### src/hdl/starter_cmd_pkg.sv
// constants, register map and carrier types of the starter command/status bank
// assumes a single clock domain and a simple strobe register port
package starter_cmd_pkg;
   localparam int ADDR_W = 5;
   localparam int DATA_W = 16;
   localparam int NUM_SRC = 6;
   // source indices
   localparam logic [2:0] SRC_DIGITAL_INPUTS = 3'h0;
   localparam logic [2:0] SRC_PANEL_KEYS = 3'h1;
   localparam logic [2:0] SRC_USB_PORT = 3'h2;
   localparam logic [2:0] SRC_LOGIC_PROGRAM = 3'h3;
   localparam logic [2:0] SRC_FIRST_ACCESSORY = 3'h4;
   localparam logic [2:0] SRC_SECOND_ACCESSORY = 3'h5;
   // register offsets (word index on the register port)
   localparam logic [4:0] OFS_CMD_BASE = 5'h00;
   localparam logic [4:0] OFS_NETWORK_DIGITAL_OUTPUTS = 5'h06;
   localparam logic [4:0] OFS_NETWORK_ANALOG_OUTPUT = 5'h07;
   localparam logic [4:0] OFS_SERIAL_INTERFACE_STATE = 5'h08;
   localparam logic [4:0] OFS_SERIAL_RX_COUNT = 5'h09;
   localparam logic [4:0] OFS_SERIAL_TX_COUNT = 5'h0A;
   localparam logic [4:0] OFS_SERIAL_BAD_CHECK_COUNT = 5'h0B;
   localparam logic [4:0] OFS_SERIAL_BYTE_ERROR_COUNT = 5'h0C;
   localparam logic [4:0] OFS_FIELDBUS_MODULE_TYPE = 5'h0D;
   localparam logic [4:0] OFS_FIELDBUS_MODULE_STATE = 5'h0E;
   localparam logic [4:0] OFS_ACTIVE_SOURCE = 5'h0F;
   // command word fields
   localparam int BIT_RUN = 0;
   localparam int BIT_ENABLE = 1;
   localparam int BIT_INCHING = 2;
   localparam int BIT_DIRECTION = 3;
   localparam int BIT_LOCATION = 4;
   localparam int BIT_FAULT_RESET = 7;
   localparam int BIT_BRAKE = 8;
   localparam int BIT_EMERGENCY = 9;
   localparam logic [15:0] MASK_CMD_DIGITAL = 16'h039F;
   localparam logic [15:0] MASK_CMD_OTHER = 16'h009F;
   localparam logic [15:0] MASK_RUN_INCH = 16'h0005;
   localparam logic [15:0] MASK_DOUT = 16'h0007;
   localparam logic [9:0] ANALOG_FULL_SCALE = 10'h3FF;
   // reset values
   localparam logic [15:0] RST_WORD = 16'h0000;
   localparam logic [2:0] RST_ACTIVE_SOURCE = 3'h0;
   // serial interface state codes
   localparam logic [1:0] SER_OFF = 2'h0;
   localparam logic [1:0] SER_ON = 2'h1;
   localparam logic [1:0] SER_TIMEOUT = 2'h2;
   // fieldbus module type codes
   localparam logic [4:0] FB_NONE = 5'h00;
   localparam logic [4:0] FB_TYPE_A = 5'h10;
   localparam logic [4:0] FB_TYPE_B = 5'h11;
   localparam logic [4:0] FB_TYPE_C = 5'h13;
   localparam logic [4:0] FB_TYPE_D = 5'h15;
   localparam logic [4:0] FB_TYPE_E = 5'h17;
   // fieldbus module state codes, gray along setup..wait..idle..online
   typedef enum logic [3:0] {
      FB_SETUP = 4'h0,
      FB_INIT = 4'h1,
      FB_WAIT_MASTER = 4'h3,
      FB_IDLE = 4'h2,
      FB_ONLINE = 4'h6,
      FB_EXCEPTION = 4'h7,
      FB_ACCESS_ERROR = 4'h5
   } fb_state_t;
   localparam logic [15:0] CODE_SETUP = 16'h0000;
   localparam logic [15:0] CODE_INIT = 16'h0001;
   localparam logic [15:0] CODE_WAIT = 16'h0002;
   localparam logic [15:0] CODE_IDLE = 16'h0003;
   localparam logic [15:0] CODE_ONLINE = 16'h0004;
   localparam logic [15:0] CODE_EXCEPTION = 16'h0007;
   localparam logic [15:0] CODE_ACCESS_ERROR = 16'h0008;
   // carriers
   typedef struct packed {
      logic wr;
      logic rd;
      logic [4:0] addr;
      logic [15:0] wdata;
   } reg_req_t;
   typedef struct packed {
      logic rx_telegram;
      logic tx_telegram;
      logic bad_check;
      logic byte_error;
   } serial_evt_t;
   typedef struct packed {
      logic run;
      logic enable;
      logic inching;
      logic direction;
      logic location;
      logic brake;
      logic emergency;
   } motor_cmd_t;
endpackage

### src/hdl/motor_starter_command_status.sv
// command words, network outputs and serial/fieldbus monitors of a soft starter
// assumes all inputs synchronous to mclk; sources present raw 16-bit words
//
// Notes on behaviour
// - six 16-bit command words; inactive sources get run and inching bits cleared.
// - bit 0: 0 ramped stop, 1 ramped start.
// - bit 1: 0 general disable, 1 general enable.
// - bit 2: 1 requests inching, 0 none.
// - bit 3: 0 clockwise, 1 counterclockwise.
// - bit 4: 0 local, 1 remote; bits 5 and 6 reserved.
// - fault reset only on rising edge of bit 7 while a fault is active.
// - digital-input word also has bit 8 brake, bit 9 emergency start.
// - other sources use bits 0 to 4 and 7 only.
// - network output bits 0..2 drive digital outputs one to three.
// - 10-bit analog output value, 0 is 0 percent, 1023 full scale.
// - serial state 0 absent, 1 detected, 2 timeout alarm or fault.
// - 16-bit received and transmitted telegram counters.
// - 16-bit counter of received messages with bad check field.
// - 16-bit counter of bytes with other reception errors.
// - all serial counters wrap to zero past maximum.
// - fieldbus module type coded 0..31, zero none, five named codes.
// - fieldbus state 0 setup, 1 init, 2 wait, then 3 idle or 4 online.
// - fieldbus state 7 serious error, 8 access error.
`timescale 1ns/1ps

module motor_starter_command_status
   import starter_cmd_pkg::*;
#(
   parameter int NUM_SOURCES = 6
) (
   // clock and reset
   input wire logic mclk,
   input wire logic rst,
   // register port
   input wire starter_cmd_pkg::reg_req_t reg_req,
   output logic [15:0] reg_rdata,
   // command sources
   input wire logic [15:0] src_cmd [6],
   input wire logic [2:0] active_source,
   input wire logic fault_active,
   // serial accessory
   input wire logic serial_present,
   input wire logic serial_timeout_alarm,
   input wire logic serial_timeout_fault,
   input wire starter_cmd_pkg::serial_evt_t serial_evt,
   // fieldbus module
   input wire logic [4:0] fieldbus_id,
   input wire logic fb_config_done,
   input wire logic fb_init_done,
   input wire logic fb_master_idle,
   input wire logic fb_master_online,
   input wire logic fb_master_lost,
   input wire logic fb_exception,
   input wire logic fb_access_error,
   input wire logic fb_reinit,
   // outputs to the drive
   output starter_cmd_pkg::motor_cmd_t motor_cmd,
   output logic fault_reset_pulse,
   output logic digital_output_one,
   output logic digital_output_two,
   output logic digital_output_three,
   output logic [9:0] analog_output
);
   import starter_cmd_pkg::*;

   if (NUM_SOURCES != NUM_SRC) begin : g_chk
      $error("NUM_SOURCES must be 6");
   end

   ////////////////////////////////////////////////////////////////////////////
   // helpers
   function automatic logic [15:0] wrap_inc(input logic [15:0] v);
      wrap_inc = v + 16'h0001;
   endfunction

   function automatic logic [15:0] src_mask(input int idx);
      src_mask = (idx == 0) ? MASK_CMD_DIGITAL : MASK_CMD_OTHER;
   endfunction

   ////////////////////////////////////////////////////////////////////////////
   // command words
   logic [15:0] cmd_q [6];
   logic [2:0] active_q;
   logic [15:0] cmd_d [6];

   always_comb begin
      for (int i = 0; i < 6; i++) begin
         cmd_d[i] = src_cmd[i] & src_mask(i);
         if (active_source != 3'(i)) begin
            cmd_d[i] = cmd_d[i] & ~MASK_RUN_INCH;
         end
      end
   end

   always_ff @(posedge mclk) begin
      if (rst) begin
         for (int i = 0; i < 6; i++) begin
            cmd_q[i] <= RST_WORD;
         end
         active_q <= RST_ACTIVE_SOURCE;
      end else begin
         for (int i = 0; i < 6; i++) begin
            cmd_q[i] <= cmd_d[i];
         end
         active_q <= active_source;
      end
   end

   ////////////////////////////////////////////////////////////////////////////
   // decoded motor command from the active source, brake and emergency from the digital-input word, fault reset from any source
   logic [15:0] act_word;
   logic [5:0] reset_bit_q;
   logic [5:0] reset_rise;

   always_comb begin
      act_word = (active_q < 3'h6) ? cmd_q[active_q] : RST_WORD;
      for (int i = 0; i < 6; i++) begin
         reset_rise[i] = cmd_q[i][BIT_FAULT_RESET] & ~reset_bit_q[i];
      end
   end

   always_ff @(posedge mclk) begin
      if (rst) begin
         motor_cmd <= '0;
      end else begin
         motor_cmd.run <= act_word[BIT_RUN];
         motor_cmd.enable <= act_word[BIT_ENABLE];
         motor_cmd.inching <= act_word[BIT_INCHING];
         motor_cmd.direction <= act_word[BIT_DIRECTION];
         motor_cmd.location <= act_word[BIT_LOCATION];
         motor_cmd.brake <= cmd_q[0][BIT_BRAKE];
         motor_cmd.emergency <= cmd_q[0][BIT_EMERGENCY];
      end
   end

   always_ff @(posedge mclk) begin
      if (rst) begin
         reset_bit_q <= 6'h00;
         fault_reset_pulse <= 1'b0;
      end else begin
         for (int i = 0; i < 6; i++) begin
            reset_bit_q[i] <= cmd_q[i][BIT_FAULT_RESET];
         end
         fault_reset_pulse <= (|reset_rise) & fault_active;
      end
   end

   chk_fault_reset_edge: assert property (@(posedge mclk) disable iff (rst)
      fault_reset_pulse |-> $past(fault_active) && $past(|reset_rise))
      else $error("fault reset without rising edge");

   chk_inactive_cleared: assert property (@(posedge mclk) disable iff (rst)
      $past(active_source) != 3'h1 |-> (cmd_q[1] & MASK_RUN_INCH) == 16'h0000)
      else $error("inactive source kept run or inching");

   chk_run_follows: assert property (@(posedge mclk) disable iff (rst)
      ##1 active_q == 3'h0 |=> motor_cmd.run == $past(cmd_q[0][0]))
      else $error("run bit not decoded");

   ////////////////////////////////////////////////////////////////////////////
   // network outputs
   logic [15:0] dout_q;
   logic [9:0] aout_q;
   logic wr_dout;
   logic wr_aout;

   assign wr_dout = reg_req.wr && reg_req.addr == OFS_NETWORK_DIGITAL_OUTPUTS;
   assign wr_aout = reg_req.wr && reg_req.addr == OFS_NETWORK_ANALOG_OUTPUT;

   always_ff @(posedge mclk) begin
      if (rst) begin
         dout_q <= RST_WORD;
         aout_q <= 10'h000;
      end else begin
         if (wr_dout) begin
            dout_q <= reg_req.wdata & MASK_DOUT;
         end
         if (wr_aout) begin
            aout_q <= reg_req.wdata[9:0] & ANALOG_FULL_SCALE;
         end
      end
   end

   always_ff @(posedge mclk) begin
      if (rst) begin
         digital_output_one <= 1'b0;
         digital_output_two <= 1'b0;
         digital_output_three <= 1'b0;
         analog_output <= 10'h000;
      end else begin
         digital_output_one <= dout_q[0];
         digital_output_two <= dout_q[1];
         digital_output_three <= dout_q[2];
         analog_output <= aout_q;
      end
   end

   chk_dout_drive: assert property (@(posedge mclk) disable iff (rst)
      wr_dout |-> ##2 digital_output_two == $past(reg_req.wdata[1], 2))
      else $error("digital output two not driven");

   chk_aout_drive: assert property (@(posedge mclk) disable iff (rst)
      wr_aout |-> ##2 analog_output == $past(reg_req.wdata[9:0], 2))
      else $error("analog output not driven");

   ////////////////////////////////////////////////////////////////////////////
   // serial accessory monitor
   logic [1:0] ser_state_q;
   logic [15:0] rx_cnt_q;
   logic [15:0] tx_cnt_q;
   logic [15:0] bad_cnt_q;
   logic [15:0] byte_err_q;

   always_ff @(posedge mclk) begin
      if (rst) begin
         ser_state_q <= SER_OFF;
      end else if (!serial_present) begin
         ser_state_q <= SER_OFF;
      end else if (serial_timeout_alarm || serial_timeout_fault) begin
         ser_state_q <= SER_TIMEOUT;
      end else begin
         ser_state_q <= SER_ON;
      end
   end

   always_ff @(posedge mclk) begin
      if (rst) begin
         rx_cnt_q <= RST_WORD;
         tx_cnt_q <= RST_WORD;
      end else begin
         if (serial_evt.rx_telegram) begin
            rx_cnt_q <= wrap_inc(rx_cnt_q);
         end
         if (serial_evt.tx_telegram) begin
            tx_cnt_q <= wrap_inc(tx_cnt_q);
         end
      end
   end

   always_ff @(posedge mclk) begin
      if (rst) begin
         bad_cnt_q <= RST_WORD;
         byte_err_q <= RST_WORD;
      end else begin
         if (serial_evt.bad_check) begin
            bad_cnt_q <= wrap_inc(bad_cnt_q);
         end
         if (serial_evt.byte_error) begin
            byte_err_q <= wrap_inc(byte_err_q);
         end
      end
   end

   chk_rx_count: assert property (@(posedge mclk) disable iff (rst)
      serial_evt.rx_telegram |=> rx_cnt_q == $past(rx_cnt_q) + 16'h0001)
      else $error("rx counter did not step");

   chk_bad_count: assert property (@(posedge mclk) disable iff (rst)
      !serial_evt.bad_check |=> $stable(bad_cnt_q))
      else $error("bad check counter moved");

   chk_byte_wrap: assert property (@(posedge mclk) disable iff (rst)
      serial_evt.byte_error && byte_err_q == 16'hFFFF |=> byte_err_q == 16'h0000)
      else $error("byte error counter did not wrap");

   chk_ser_timeout: assert property (@(posedge mclk) disable iff (rst)
      serial_present && serial_timeout_fault |=> ser_state_q == SER_TIMEOUT)
      else $error("timeout not reported");

   ////////////////////////////////////////////////////////////////////////////
   // fieldbus module monitor
   logic [4:0] fb_type_q;
   fb_state_t fb_state_q;
   logic [15:0] fb_code;

   always_ff @(posedge mclk) begin
      if (rst) begin
         fb_type_q <= FB_NONE;
      end else begin
         case (fieldbus_id)
            FB_TYPE_A, FB_TYPE_B, FB_TYPE_C, FB_TYPE_D, FB_TYPE_E: begin
               fb_type_q <= fieldbus_id;
            end
            default: begin
               fb_type_q <= FB_NONE;
            end
         endcase
      end
   end

   always_ff @(posedge mclk) begin
      if (rst || fb_type_q == FB_NONE) begin
         fb_state_q <= FB_SETUP;
      end else if (fb_access_error) begin
         fb_state_q <= FB_ACCESS_ERROR;
      end else if (fb_exception) begin
         fb_state_q <= FB_EXCEPTION;
      end else begin
         case (fb_state_q)
            FB_SETUP: begin
               if (fb_config_done) fb_state_q <= FB_INIT;
            end
            FB_INIT: begin
               if (fb_init_done) fb_state_q <= FB_WAIT_MASTER;
            end
            FB_WAIT_MASTER, FB_IDLE, FB_ONLINE: begin
               if (fb_master_lost) fb_state_q <= FB_WAIT_MASTER;
               else if (fb_master_online) fb_state_q <= FB_ONLINE;
               else if (fb_master_idle) fb_state_q <= FB_IDLE;
            end
            FB_EXCEPTION, FB_ACCESS_ERROR: begin
               if (fb_reinit) fb_state_q <= FB_SETUP;
            end
            default: begin
               fb_state_q <= FB_SETUP;
            end
         endcase
      end
   end

   always_comb begin
      case (fb_state_q)
         FB_SETUP: fb_code = CODE_SETUP;
         FB_INIT: fb_code = CODE_INIT;
         FB_WAIT_MASTER: fb_code = CODE_WAIT;
         FB_IDLE: fb_code = CODE_IDLE;
         FB_ONLINE: fb_code = CODE_ONLINE;
         FB_EXCEPTION: fb_code = CODE_EXCEPTION;
         FB_ACCESS_ERROR: fb_code = CODE_ACCESS_ERROR;
         default: fb_code = CODE_SETUP;
      endcase
   end

   chk_fb_order: assert property (@(posedge mclk) disable iff (rst)
      fb_state_q == FB_ONLINE && !$past(fb_state_q == FB_ONLINE)
      |-> $past(fb_state_q) inside {FB_WAIT_MASTER, FB_IDLE})
      else $error("online reached out of order");

   chk_fb_access: assert property (@(posedge mclk) disable iff (rst)
      fb_access_error && fb_type_q != FB_NONE |=> fb_code == CODE_ACCESS_ERROR)
      else $error("access error not reported");

   ////////////////////////////////////////////////////////////////////////////
   // register read port
   always_ff @(posedge mclk) begin
      if (rst) begin
         reg_rdata <= RST_WORD;
      end else if (reg_req.rd) begin
         case (reg_req.addr)
            OFS_NETWORK_DIGITAL_OUTPUTS: reg_rdata <= dout_q;
            OFS_NETWORK_ANALOG_OUTPUT: reg_rdata <= {6'h00, aout_q};
            OFS_SERIAL_INTERFACE_STATE: reg_rdata <= {14'h0000, ser_state_q};
            OFS_SERIAL_RX_COUNT: reg_rdata <= rx_cnt_q;
            OFS_SERIAL_TX_COUNT: reg_rdata <= tx_cnt_q;
            OFS_SERIAL_BAD_CHECK_COUNT: reg_rdata <= bad_cnt_q;
            OFS_SERIAL_BYTE_ERROR_COUNT: reg_rdata <= byte_err_q;
            OFS_FIELDBUS_MODULE_TYPE: reg_rdata <= {11'h000, fb_type_q};
            OFS_FIELDBUS_MODULE_STATE: reg_rdata <= fb_code;
            OFS_ACTIVE_SOURCE: reg_rdata <= {13'h0000, active_q};
            default: begin
               if (reg_req.addr < 5'h06) reg_rdata <= cmd_q[reg_req.addr[2:0]];
               else reg_rdata <= RST_WORD;
            end
         endcase
      end else begin
         reg_rdata <= RST_WORD;
      end
   end

endmodule // motor_starter_command_status

### config.mk
export PLATFORM = sky130hd
export DESIGN_NAME = motor_starter_command_status
export DESIGN_NICKNAME = d
export VERILOG_FILES = /design/src/hdl/starter_cmd_pkg.sv /design/src/hdl/motor_starter_command_status.sv
export SDC_FILE = /design/constraint.sdc
export NUM_CORES = 1
export LEC_CHECK = 0
export BUFFER_PORTS_ARGS = -buffer_cell sky130_fd_sc_hd__buf_2
export CAP_MARGIN = 20
export CORE_UTILIZATION = 53
export CTS_CLUSTER_DIAMETER = 60
export DETAILED_ROUTE_END_ITERATION = 7
export GPL_TIMING_DRIVEN = 0
export HOLD_SLACK_MARGIN = 0.1
export PLACE_DENSITY_LB_ADDON = 0.08
export SLEW_MARGIN = 40
export SYNTH_ARGS = -nofsm -noshare
export SYNTH_HDL_FRONTEND = slang
export SYNTH_SLANG_ARGS = --single-unit
### constraint.sdc
create_clock -name mclk -period 2.2 [get_ports mclk]
set_input_delay 0.22 -clock mclk [delete_from_list [all_inputs] [get_ports mclk]]
set_output_delay 0.22 -clock mclk [all_outputs]
set_load 0.005 [all_outputs]
---- Yosys cells after proc, flatten, opt, wreduce, memory -nomap -nowiden ----
Memories as Yosys holds them, arrays and structs flattened. A register that Yosys moved wholly into a read port is not among the register bits.
Cells that the tools add are included.
W data, S select, Z words.
operators by class
  $add $sub $neg .......................... 4
  magnitude comparators ................... 2
  eq/ne operators ......................... 38
  muxes and demuxes ....................... 28
  bitwise gates (word level) .............. 23
  reduce and logical (&&, ||, !) cells .... 20
operators by type and width
  cell                     count
  $pmux W16 S10            1
  $add A16 B1 Y16 const B  4
  $mux W8                  6
  $eq A5 B4 Y1 const B     8
  $eq A5 B5 Y1 const B     5
  $mux W3                  8
  $mux W4                  6
  $pmux W4 S6              1
  $mux W16                 1
  $ne A4 B4 Y1 const B     4
  $pmux W4 S4              1
  $ne A3 B3 Y1 const B     5
  $eq A4 B3 Y1 const B     3
  $reduce_and A4 Y1        3
  $reduce_or A2 Y1         6
  $eq A5 B3 Y1 const B     2
  $not A1 Y1               10
  $eq A4 B2 Y1 const B     2
  $and A1 B1 Y1            7
  $ne A2 B2 Y1 const B     3
  $ne A3 B2 Y1 const B     2
  $ne A6 B6 Y1 const B     1
  $or A1 B1 Y1             6
  $reduce_or A3 Y1         2
  14 further kinds         18
storage, ports and cells
  register bits ........................... 129
  memory bits (writable) .................. 48
  logic and storage cells ................. 137
  memories ................................ 1
memories
  memory  words  bits a word  read ports  clocked after memory_dff  wr ports  line                                RTL
  cmd_q   6      8            8           1                         6         motor_starter_command_status.sv:82  logic [15:0] cmd_q [6];

---- Depth between registers and ports, before layout ----
Gate-level depths: netlist (run 1).
  depth in word-level cells ............... 6
  depth in mapped cells ................... 7
  mapped depth without buffers ............ 6

---- Worst setup path after synthesis (run 1) ----
Ideal clock, no wire load.
  path kind ............................... register -> register
  from .................................... register byte_err_q[0]
  to ...................................... register byte_err_q[12]
  library setup time ...................... 0.071 ns
  arrival ................................. 1.430 ns
  data required time ...................... 2.129 ns
  slack ................................... 0.699 ns
  cell stages (with the launch flop) ...... 6
  path buffers ............................ 0
  cells stage by stage .................... dfxtp_1 -> ha_1 -> nand4_1 -> or2_2 -> or3_1 -> a21oi_1
between the ends
  cells in the longest elaborated chain, start to end .. 1
ends and longest elaborated chain
  element                 line                                 RTL
  from (decl)             motor_starter_command_status.sv:212  logic [15:0] byte_err_q;
  from (signal assigned)  motor_starter_command_status.sv:249  byte_err_q <= wrap_inc(byte_err_q);
  $add A16 B1 Y16         motor_starter_command_status.sv:73   wrap_inc = v + 16'h0001;
No other way between the ends.
A chain may end at the register's enable or synchronous reset.

---- Worst setup path after layout (run 1) ----
  from .................................... register fb_type_q[2]
  to ...................................... register fb_state_q[1]
between the ends
  cells in the longest elaborated chain, start to end .. 3
ends and longest elaborated chain
  element                     line                                 RTL
  from (decl)                 motor_starter_command_status.sv:272  logic [4:0] fb_type_q;
  from (signal assigned)      motor_starter_command_status.sv:282  fb_type_q <= fieldbus_id;
  $logic_not A5 Y1            motor_starter_command_status.sv:292  if (rst || fb_type_q == FB_NONE) begin
  $logic_or A1 B1 Y1          motor_starter_command_status.sv:292
  $reduce_or A2 Y1 (no line)  --
  to (signal assigned)        motor_starter_command_status.sv:293  fb_state_q <= FB_SETUP;
  to (signal assigned)        motor_starter_command_status.sv:295  fb_state_q <= FB_ACCESS_ERROR;
  to (signal assigned)        motor_starter_command_status.sv:297  fb_state_q <= FB_EXCEPTION;
  to (decl)                   motor_starter_command_status.sv:273  fb_state_t fb_state_q;
No other way between the ends.

==> results of run 1 <==
==> state kept, by name (all words and copies together) (netlist names) <==
signal                count
reg_rdata                16
bad_cnt_q                16
fault_reset_pulse         1
rx_cnt_q                 16
cmd_q                    38
tx_cnt_q                 16
digital_output_one        1
fb_state_q                3
analog_output            10
byte_err_q               16
dout_q                    3
aout_q                   10
digital_output_two        1
digital_output_three      1
reset_bit_q               6
motor_cmd                 7
active_q                  3
fb_type_q                 5
ser_state_q               2
==> layer usage <==
metal | up-vias | routed length (µm)
met3 | 27 | 1240
met4 | 0 | 465
met1 | 2992 | 9000
met5 | - | 0
li1 | 3069 | -
met2 | 242 | 9330
==> synthesized netlist by cell type, drive strengths merged, types with 11 or more instances <==
cell	instances	area [µm²]
inv	12	45.0
xor2	42	368
nor3	12	70.1
o21ai	20	100
nand3	33	165
dfxtp	171	3420
xnor2	13	114
mux2i	26	260
clkbuf	20	75.1
and3	23	149
nor2	97	364
nor2b	50	313
a21oi	31	155
nand2	54	203
mux4	11	248
buf	24	149
nand4	22	138
==> kinds of logic (layout without fill, tap and decap cells) <==
kind of cell,count (synthesis),count (layout),synth area share (%)
adder cells (fa/ha/maj),4,4,0.691
multiplexers,47,47,8.57
XOR/XNOR,55,55,6.65
buffers and inverters,56,262,3.71
AO/OA/AOI/OAI,99,99,8.86
other,1,1,0.0518
flip-flops,171,171,47.3
AND/OR/NAND/NOR,334,334,24.2
==> stage by stage <==
step	setup slack (ns)	power [mW]	instance area [µm²]	utilization, %
after global routing	0.264	7.09	9270	69.7
after CTS	0.371	6.89	9270	69.7
after floorplan	0.699	3.56	7240	-
final	0.332	6.86	9270	69.7
after global placement	0.262	3.74	8020	60.3
after detailed placement	0.243	3.76	8020	60.3
==> power breakdown <==
part / internal [mW] / switching (mW) / total, mW / leakage, nW
Clock: 1.88 / 1.19 / 3.07 / 0.292
Combinational: 0.277 / 0.288 / 0.565 / 2.14
Sequential: 3.17 / 0.0529 / 3.22 / 1.39
==> cell usage in the layout, fill, tap and decap left out, types with 6 or more instances in the layout <==
| cell type | n |
|---|---|
| dfxtp_1 | 171 |
| buf_2 | 128 |
| nor2_1 | 97 |
| dlygate4sd3_1 | 63 |
| nand2_1 | 54 |
| nor2b_1 | 50 |
| xor2_1 | 42 |
| nand3_1 | 33 |
| a21oi_1 | 31 |
| mux2i_1 | 26 |
| clkbuf_1 | 22 |
| and3_1 | 22 |
| nand4_1 | 22 |
| clkbuf_16 | 17 |
| o21ai_0 | 16 |
| xnor2_1 | 13 |
| inv_1 | 12 |
| mux4_2 | 11 |
| nor3_1 | 10 |
| mux2_2 | 10 |
| and2_1 | 7 |
| a211oi_1 | 7 |
| or3_1 | 7 |
| a22oi_1 | 6 |
| a21o_1 | 6 |
| and4_1 | 6 |
| a222oi_1 | 6 |
==> repair_timing <==
| item | CTS | global route |
|---|---|---|
| setup buffers | 0 | 0 |
| hold buffers | 63 | 0 |
| endpoints found under the hold margin | 62 | 0 |
==> worst paths after layout <==
kind	to	slack [ns]
worst max-delay path	fb_state_q[1]	0.33
worst min-delay path	fb_type_q[0]	0.13
worst max register to register	fb_state_q[1]	0.33
worst min register to register	reset_bit_q[2]	0.45
==> layout make-up <==
type	count	share of cell area [%]
Buffer	44	2.42
Clock buffer	22	5.12
Clock inverter	10	1.51
Inverter	12	0.486
Multi-Input combinational cell	540	38.3
Sequential cell	171	36.9
Tap cell	176	2.38
Timing Repair Buffer	174	12.8
==> run summary, run 1 <==
total grt overflow: 0
syn_nets: 916
WP data required: 2.51 ns
Worst path top cell family by delay: simple AND/OR/NAND/NOR gates
Starting DRT DRC Count: 518
Slew HR: 41.8%
port bufs: 111
dpl cells: 1054
crit path capture type: flop
area used by multi-input combinational logic: 3550 µm²
synth-to-layout area growth: 27.9%
number of synthesized flops with an enable pin: 0
Starting Density: 54.5%
final-layout fill cell count: 1031
Mean Syn Cell Area: 9.45 µm²
most used routing layer: met2
wire per inst: 17.4 µm
hold path cells: 2
CP startpoint kind: flop
largest net degree at the start of global routing: 17
Clk Latency, worst-skew pair: 0.42 ns
post-CTS sizing: 0
worst path bufs/invs: 1
CTS buffer count: 17
Critical Path Max Stage Delay: 0.57 ns
area of the mapped netlist: 7240 µm²
first-pass GRT wire length: 31.2 mm
vias in the first global route: 6053
CP startpoint: fb_type_q[2]
skew final: 0.00714 ns
routed wire length: 20.0 mm
Levels on crit path: 4
fin crit period: 1.87 ns
Cell variety after synth: 61
met2 Use GR: 46.8%
max-slew violations: 0
VDD IR max: 0.552 mV
Leak: 3.82 nW
reg2reg path depth: 4
die height: 119 µm
CTS tree: yes
final std cells w/o fill: 1149
final cycle utilization of the critical path: 84.9%
RSZ-0062 raised after global routing: no
endpoints failing hold: 0
Root Buffer Master: clkbuf_16
Detailed Routing Iterations Pass 1: 6
layout cells sized above 1: 20.0%
setup TNS: 0 ns
crit-path max FO: 3
Synth warnings: 0
critical path cell sequence: or4_1, o21bai_1, nor3_1, dlygate4sd3_1
Post-synth ARST share: 0%
H-tree depth: 4
Placer Congestion: 0.910
Most used DFF post-synth: dfxtp_1
r2r startpoint: fb_type_q[2]
I/O pins: 182
worst-margin pin slew: 0.872 ns
routing usage on met1: 37.6%
hold_ws: 0.126 ns
synthesis-stage register bit count: 171
grt met3 use: 6.61%
Routed Antenna Nets: 0
Final setup viols: 0
cell count after synthesis: 767
Critical Path AT: 2.18 ns
min-delay src: fieldbus_id[4]
pwr/cell area: 740 nW/µm²
FP Rows: 42
Slowest cell on crit path: dlygate4sd3_1
die width: 119 µm
Sink Count: 171
die area: 14100 µm²
vias: 6330
core area: 13300 µm²
initial antenna violation count: 0
nets: 1109
maximum root-to-sink buffer count: 2
Hold/Removal Path Class: in -> reg
Peak Freq: 535 MHz
WS Path Type: reg -> reg
ant diodes: 0
Max Cap Viol: 0
residual DRC count: 0
DR vias/cell: 5.51
Register Area: 3420 µm²
GRT Util Overall: 28.9%
outcome: finished, final reports clean
sequential cell area fraction in the yosys report: 47.3%
CTS clk-pin slew, worst paths: 0.07 ns
DP Wirelength: 14.3 mm
(Power assumes the default switching activity.)
==> run 2: changes to the inputs <==
Settings changed: ABC_AREA set to 1.
Clock period 2.2 ns to 1.8 ns, I/O delays scaled along.
==> run summary, run 2 <==
nets: 1442 (+30%)
cell count after synthesis: 1085 (+41%)
fin util: 70.9% (+1.2 points)
Sink Count: 171 (unchanged)
final cycle utilization of the critical path: 97.3% (+12 points)
crit-path max FO: 10 (+7)
Placer Congestion: 0.919 (+0.99%)
Mean Syn Cell Area: 6.87 µm² (-27%)
most used routing layer: met2
setup TNS: 0 ns (unchanged)
Root Buffer Master: clkbuf_16
first-pass GRT wire length: 34.1 mm (+9.3%)
ant diodes: 0 (unchanged)
vias: 7620 (+20%)
I/O pins: 182 (unchanged)
Starting Density: 55.2% (+0.72 points)
synthesis-stage register bit count: 171 (unchanged)
Peak Freq: 571 MHz (+6.7%)
crit path capture type: flop
total grt overflow: 0 (unchanged)
Hold/Removal Path Class: in -> reg
worst reg-to-reg setup slack: 0.05 ns (-0.28 ns)
r2r startpoint: active_q[0]
port bufs: 114 (+2.7%)
synth-to-layout area growth: 28.5%
skew final: 0.00635 ns (-0.000788 ns)
GRT Util Overall: 30.5% (+1.6 points)
Leak: 4.30 nW (+12%)
hold endpoint: cmd_q[2][0]
hold path cells: 4 (+2)
Final setup viols: 0 (unchanged)
hold_ws: 0.117 ns (-0.00901 ns)
routed wire length: 21.4 mm (+6.9%)
Routed Antenna Nets: 0 (unchanged)
largest net degree at the start of global routing: 17 (unchanged)
reg2reg path depth: 6 (+2)
Cell variety after synth: 36 (-41%)
routing usage on met1: 40.3% (+2.7 points)
CTS buffer count: 17 (unchanged)
fin crit period: 1.75 ns (-0.117 ns)
max-slew violations: 0 (unchanged)
synth top area cells: dfxtp_1 (46%), nand2_1 (9.7%), nor2_1 (9.5%)
Most used DFF post-synth: dfxtp_1
pwr/cell area: 861 nW/µm² (+16%)
Post-synth ARST share: 0% (unchanged)
Clk Latency, worst-skew pair: 0.43 ns (about the same)
outcome: finished, final reports clean
Slew HR: 47.9% (+6.1 points)
Synth warnings: 0 (unchanged)
H-tree depth: 4 (unchanged)
most frequent cells in the layout: nand2_1 (192), nor2_1 (189), dfxtp_1 (171)
core area: 13500 µm² (+1.6%)
worst reg2reg endpoint: motor_cmd[6]
area leader, netlist: dfxtp_1
FP Rows: 42 (unchanged)
area of the mapped netlist: 7460 µm² (+2.9%)
VDD IR max: 0.915 mV (+66%)
met2 Use GR: 49.9% (+3.1 points)
die width: 121 µm (+1.4%)
Commonest cells post-synth: nand2_1 (192), nor2_1 (189), dfxtp_1 (171)
wire per inst: 14.5 µm (-17%)
endpoints failing hold: 0 (unchanged)
count leader, synth: nand2_1
Starting DRT DRC Count: 686 (+32%)
maximum root-to-sink buffer count: 2 (unchanged)
vias in the first global route: 7021 (+16%)
Final Cell Area: 9580 µm² (+3.4%)
commonest non-fill, non-tap cell in the layout: nand2_1
sequential cell area fraction in the yosys report: 45.9% (-1.3 points)
Detailed Routing Iterations Pass 1: 5 (-1)
grt met3 use: 5.90% (-0.71 points)
DR vias/cell: 5.15 (-6.5%)
WP data required: 2.09 ns (-0.42 ns)
residual DRC count: 0 (unchanged)
Post-DP Area: 8250 µm² (+2.8%)
Reg with most FFs: cmd_q
die area: 14500 µm² (+2.9%)
Critical Path AT: 2.04 ns (-0.14 ns)
postcts setup bufs: 0 (unchanged)
Yosys top cell area share: 45.9% (-1.3 points)
die height: 121 µm (+1.4%)
syn_nets: 1234 (+35%)
max reg flops: 38 (unchanged)
DP Wirelength: 15.0 mm (+4.9%)
CP startpoint: active_q[0]
initial antenna violation count: 0 (unchanged)
WS Path Type: reg -> reg
layout cells sized above 1: 13.1% (-6.9 points)
CTS tree: yes
number of synthesized flops with an enable pin: 0 (unchanged)
Max Cap Viol: 0 (unchanged)
final-layout fill cell count: 1111 (+7.8%)
CTS clk-pin slew, worst paths: 0.06 ns (about the same)
Design Power: 8.25 mW (+20%)
min-delay src: active_source[2]
worst-margin pin slew: 0.781 ns (-0.0910 ns)
CP startpoint kind: flop
-- run 2: changes by cell type after synthesis, sizes merged, moves of 39 or more --
cell / delta
o21ai: +61
inv: +164
nor2b: -50
a21oi: +53
xor2: -39
nor2: +101
nand2: +143
-- run 2: per-stage QoR --
stage,instances,setup WS [ns]
6_report,1480,0.0494
5_1_grt,1480,-0.00474
3_5_place_dp,1375,0.0449
2_1_floorplan,1085,0.413
4_1_cts,1480,0.0775
3_3_place_gp,1375,0.0391
-- run 2: kinds of logic (layout without fill, tap and decap cells) --
family          after synthesis  count (layout)  synth area share [%]
compound gates              199             199                  14.2
xor+xnor                      5               5                 0.587
fa+ha+maj                     4               4                 0.671
buf+inv                     205             424                  10.5
flops                       171             171                  45.9
other cells                   1               1                0.0503
simple gates                500             500                  28.1
-- run 2: report_power, final --
group	switching (mW)	internal (mW)
Combinational	0.390	0.296
Sequential	0.0563	3.88
Clock	1.46	2.18
-- run 2: how the worst max path moves through the flow --
stage / endpoint
6_report: motor_cmd[6]
5_1_grt: motor_cmd[6]
4_1_cts: motor_cmd[4]
3_5_place_dp: reg_rdata[8]
3_3_place_gp: reg_rdata[8]
2_1_floorplan: byte_err_q[14]
-- run 2: cell type report --
type                       instances  area, µm²  share of cell area, %
clock inverter                     6       87.6                  0.914
clock buffer                      24        492                   5.13
tap                              176        220                   2.30
inverter                         179        676                   7.05
multi-input combinational        709       3250                   34.0
buffer                            26        108                   1.12
sequential                       171       3420                   35.7
timing repair buffer             189       1320                   13.8
-- run 2: routing by layer --
layer | routed length (µm) | share of wire (%)
met5 | 0 | 0
met2 | 9940 | 46
met4 | 314 | 1.5
met1 | 9710 | 45
met3 | 1460 | 6.8
-- run 2: repair_timing --
action,CTS,global route
setup endpoints to repair,0,4
hold endpoints to repair,67,0
resized for setup,0,2
hold buffers,75,0
-- run 2: worst max-delay path: stages, from the launching register on --
cell        delay, ns
dfxtp_1          0.30
clkbuf_1         0.35
clkinvlp_4       0.33
o21ai_0          0.19
a21oi_1          0.10
o21ai_0          0.22
a21oi_1          0.12
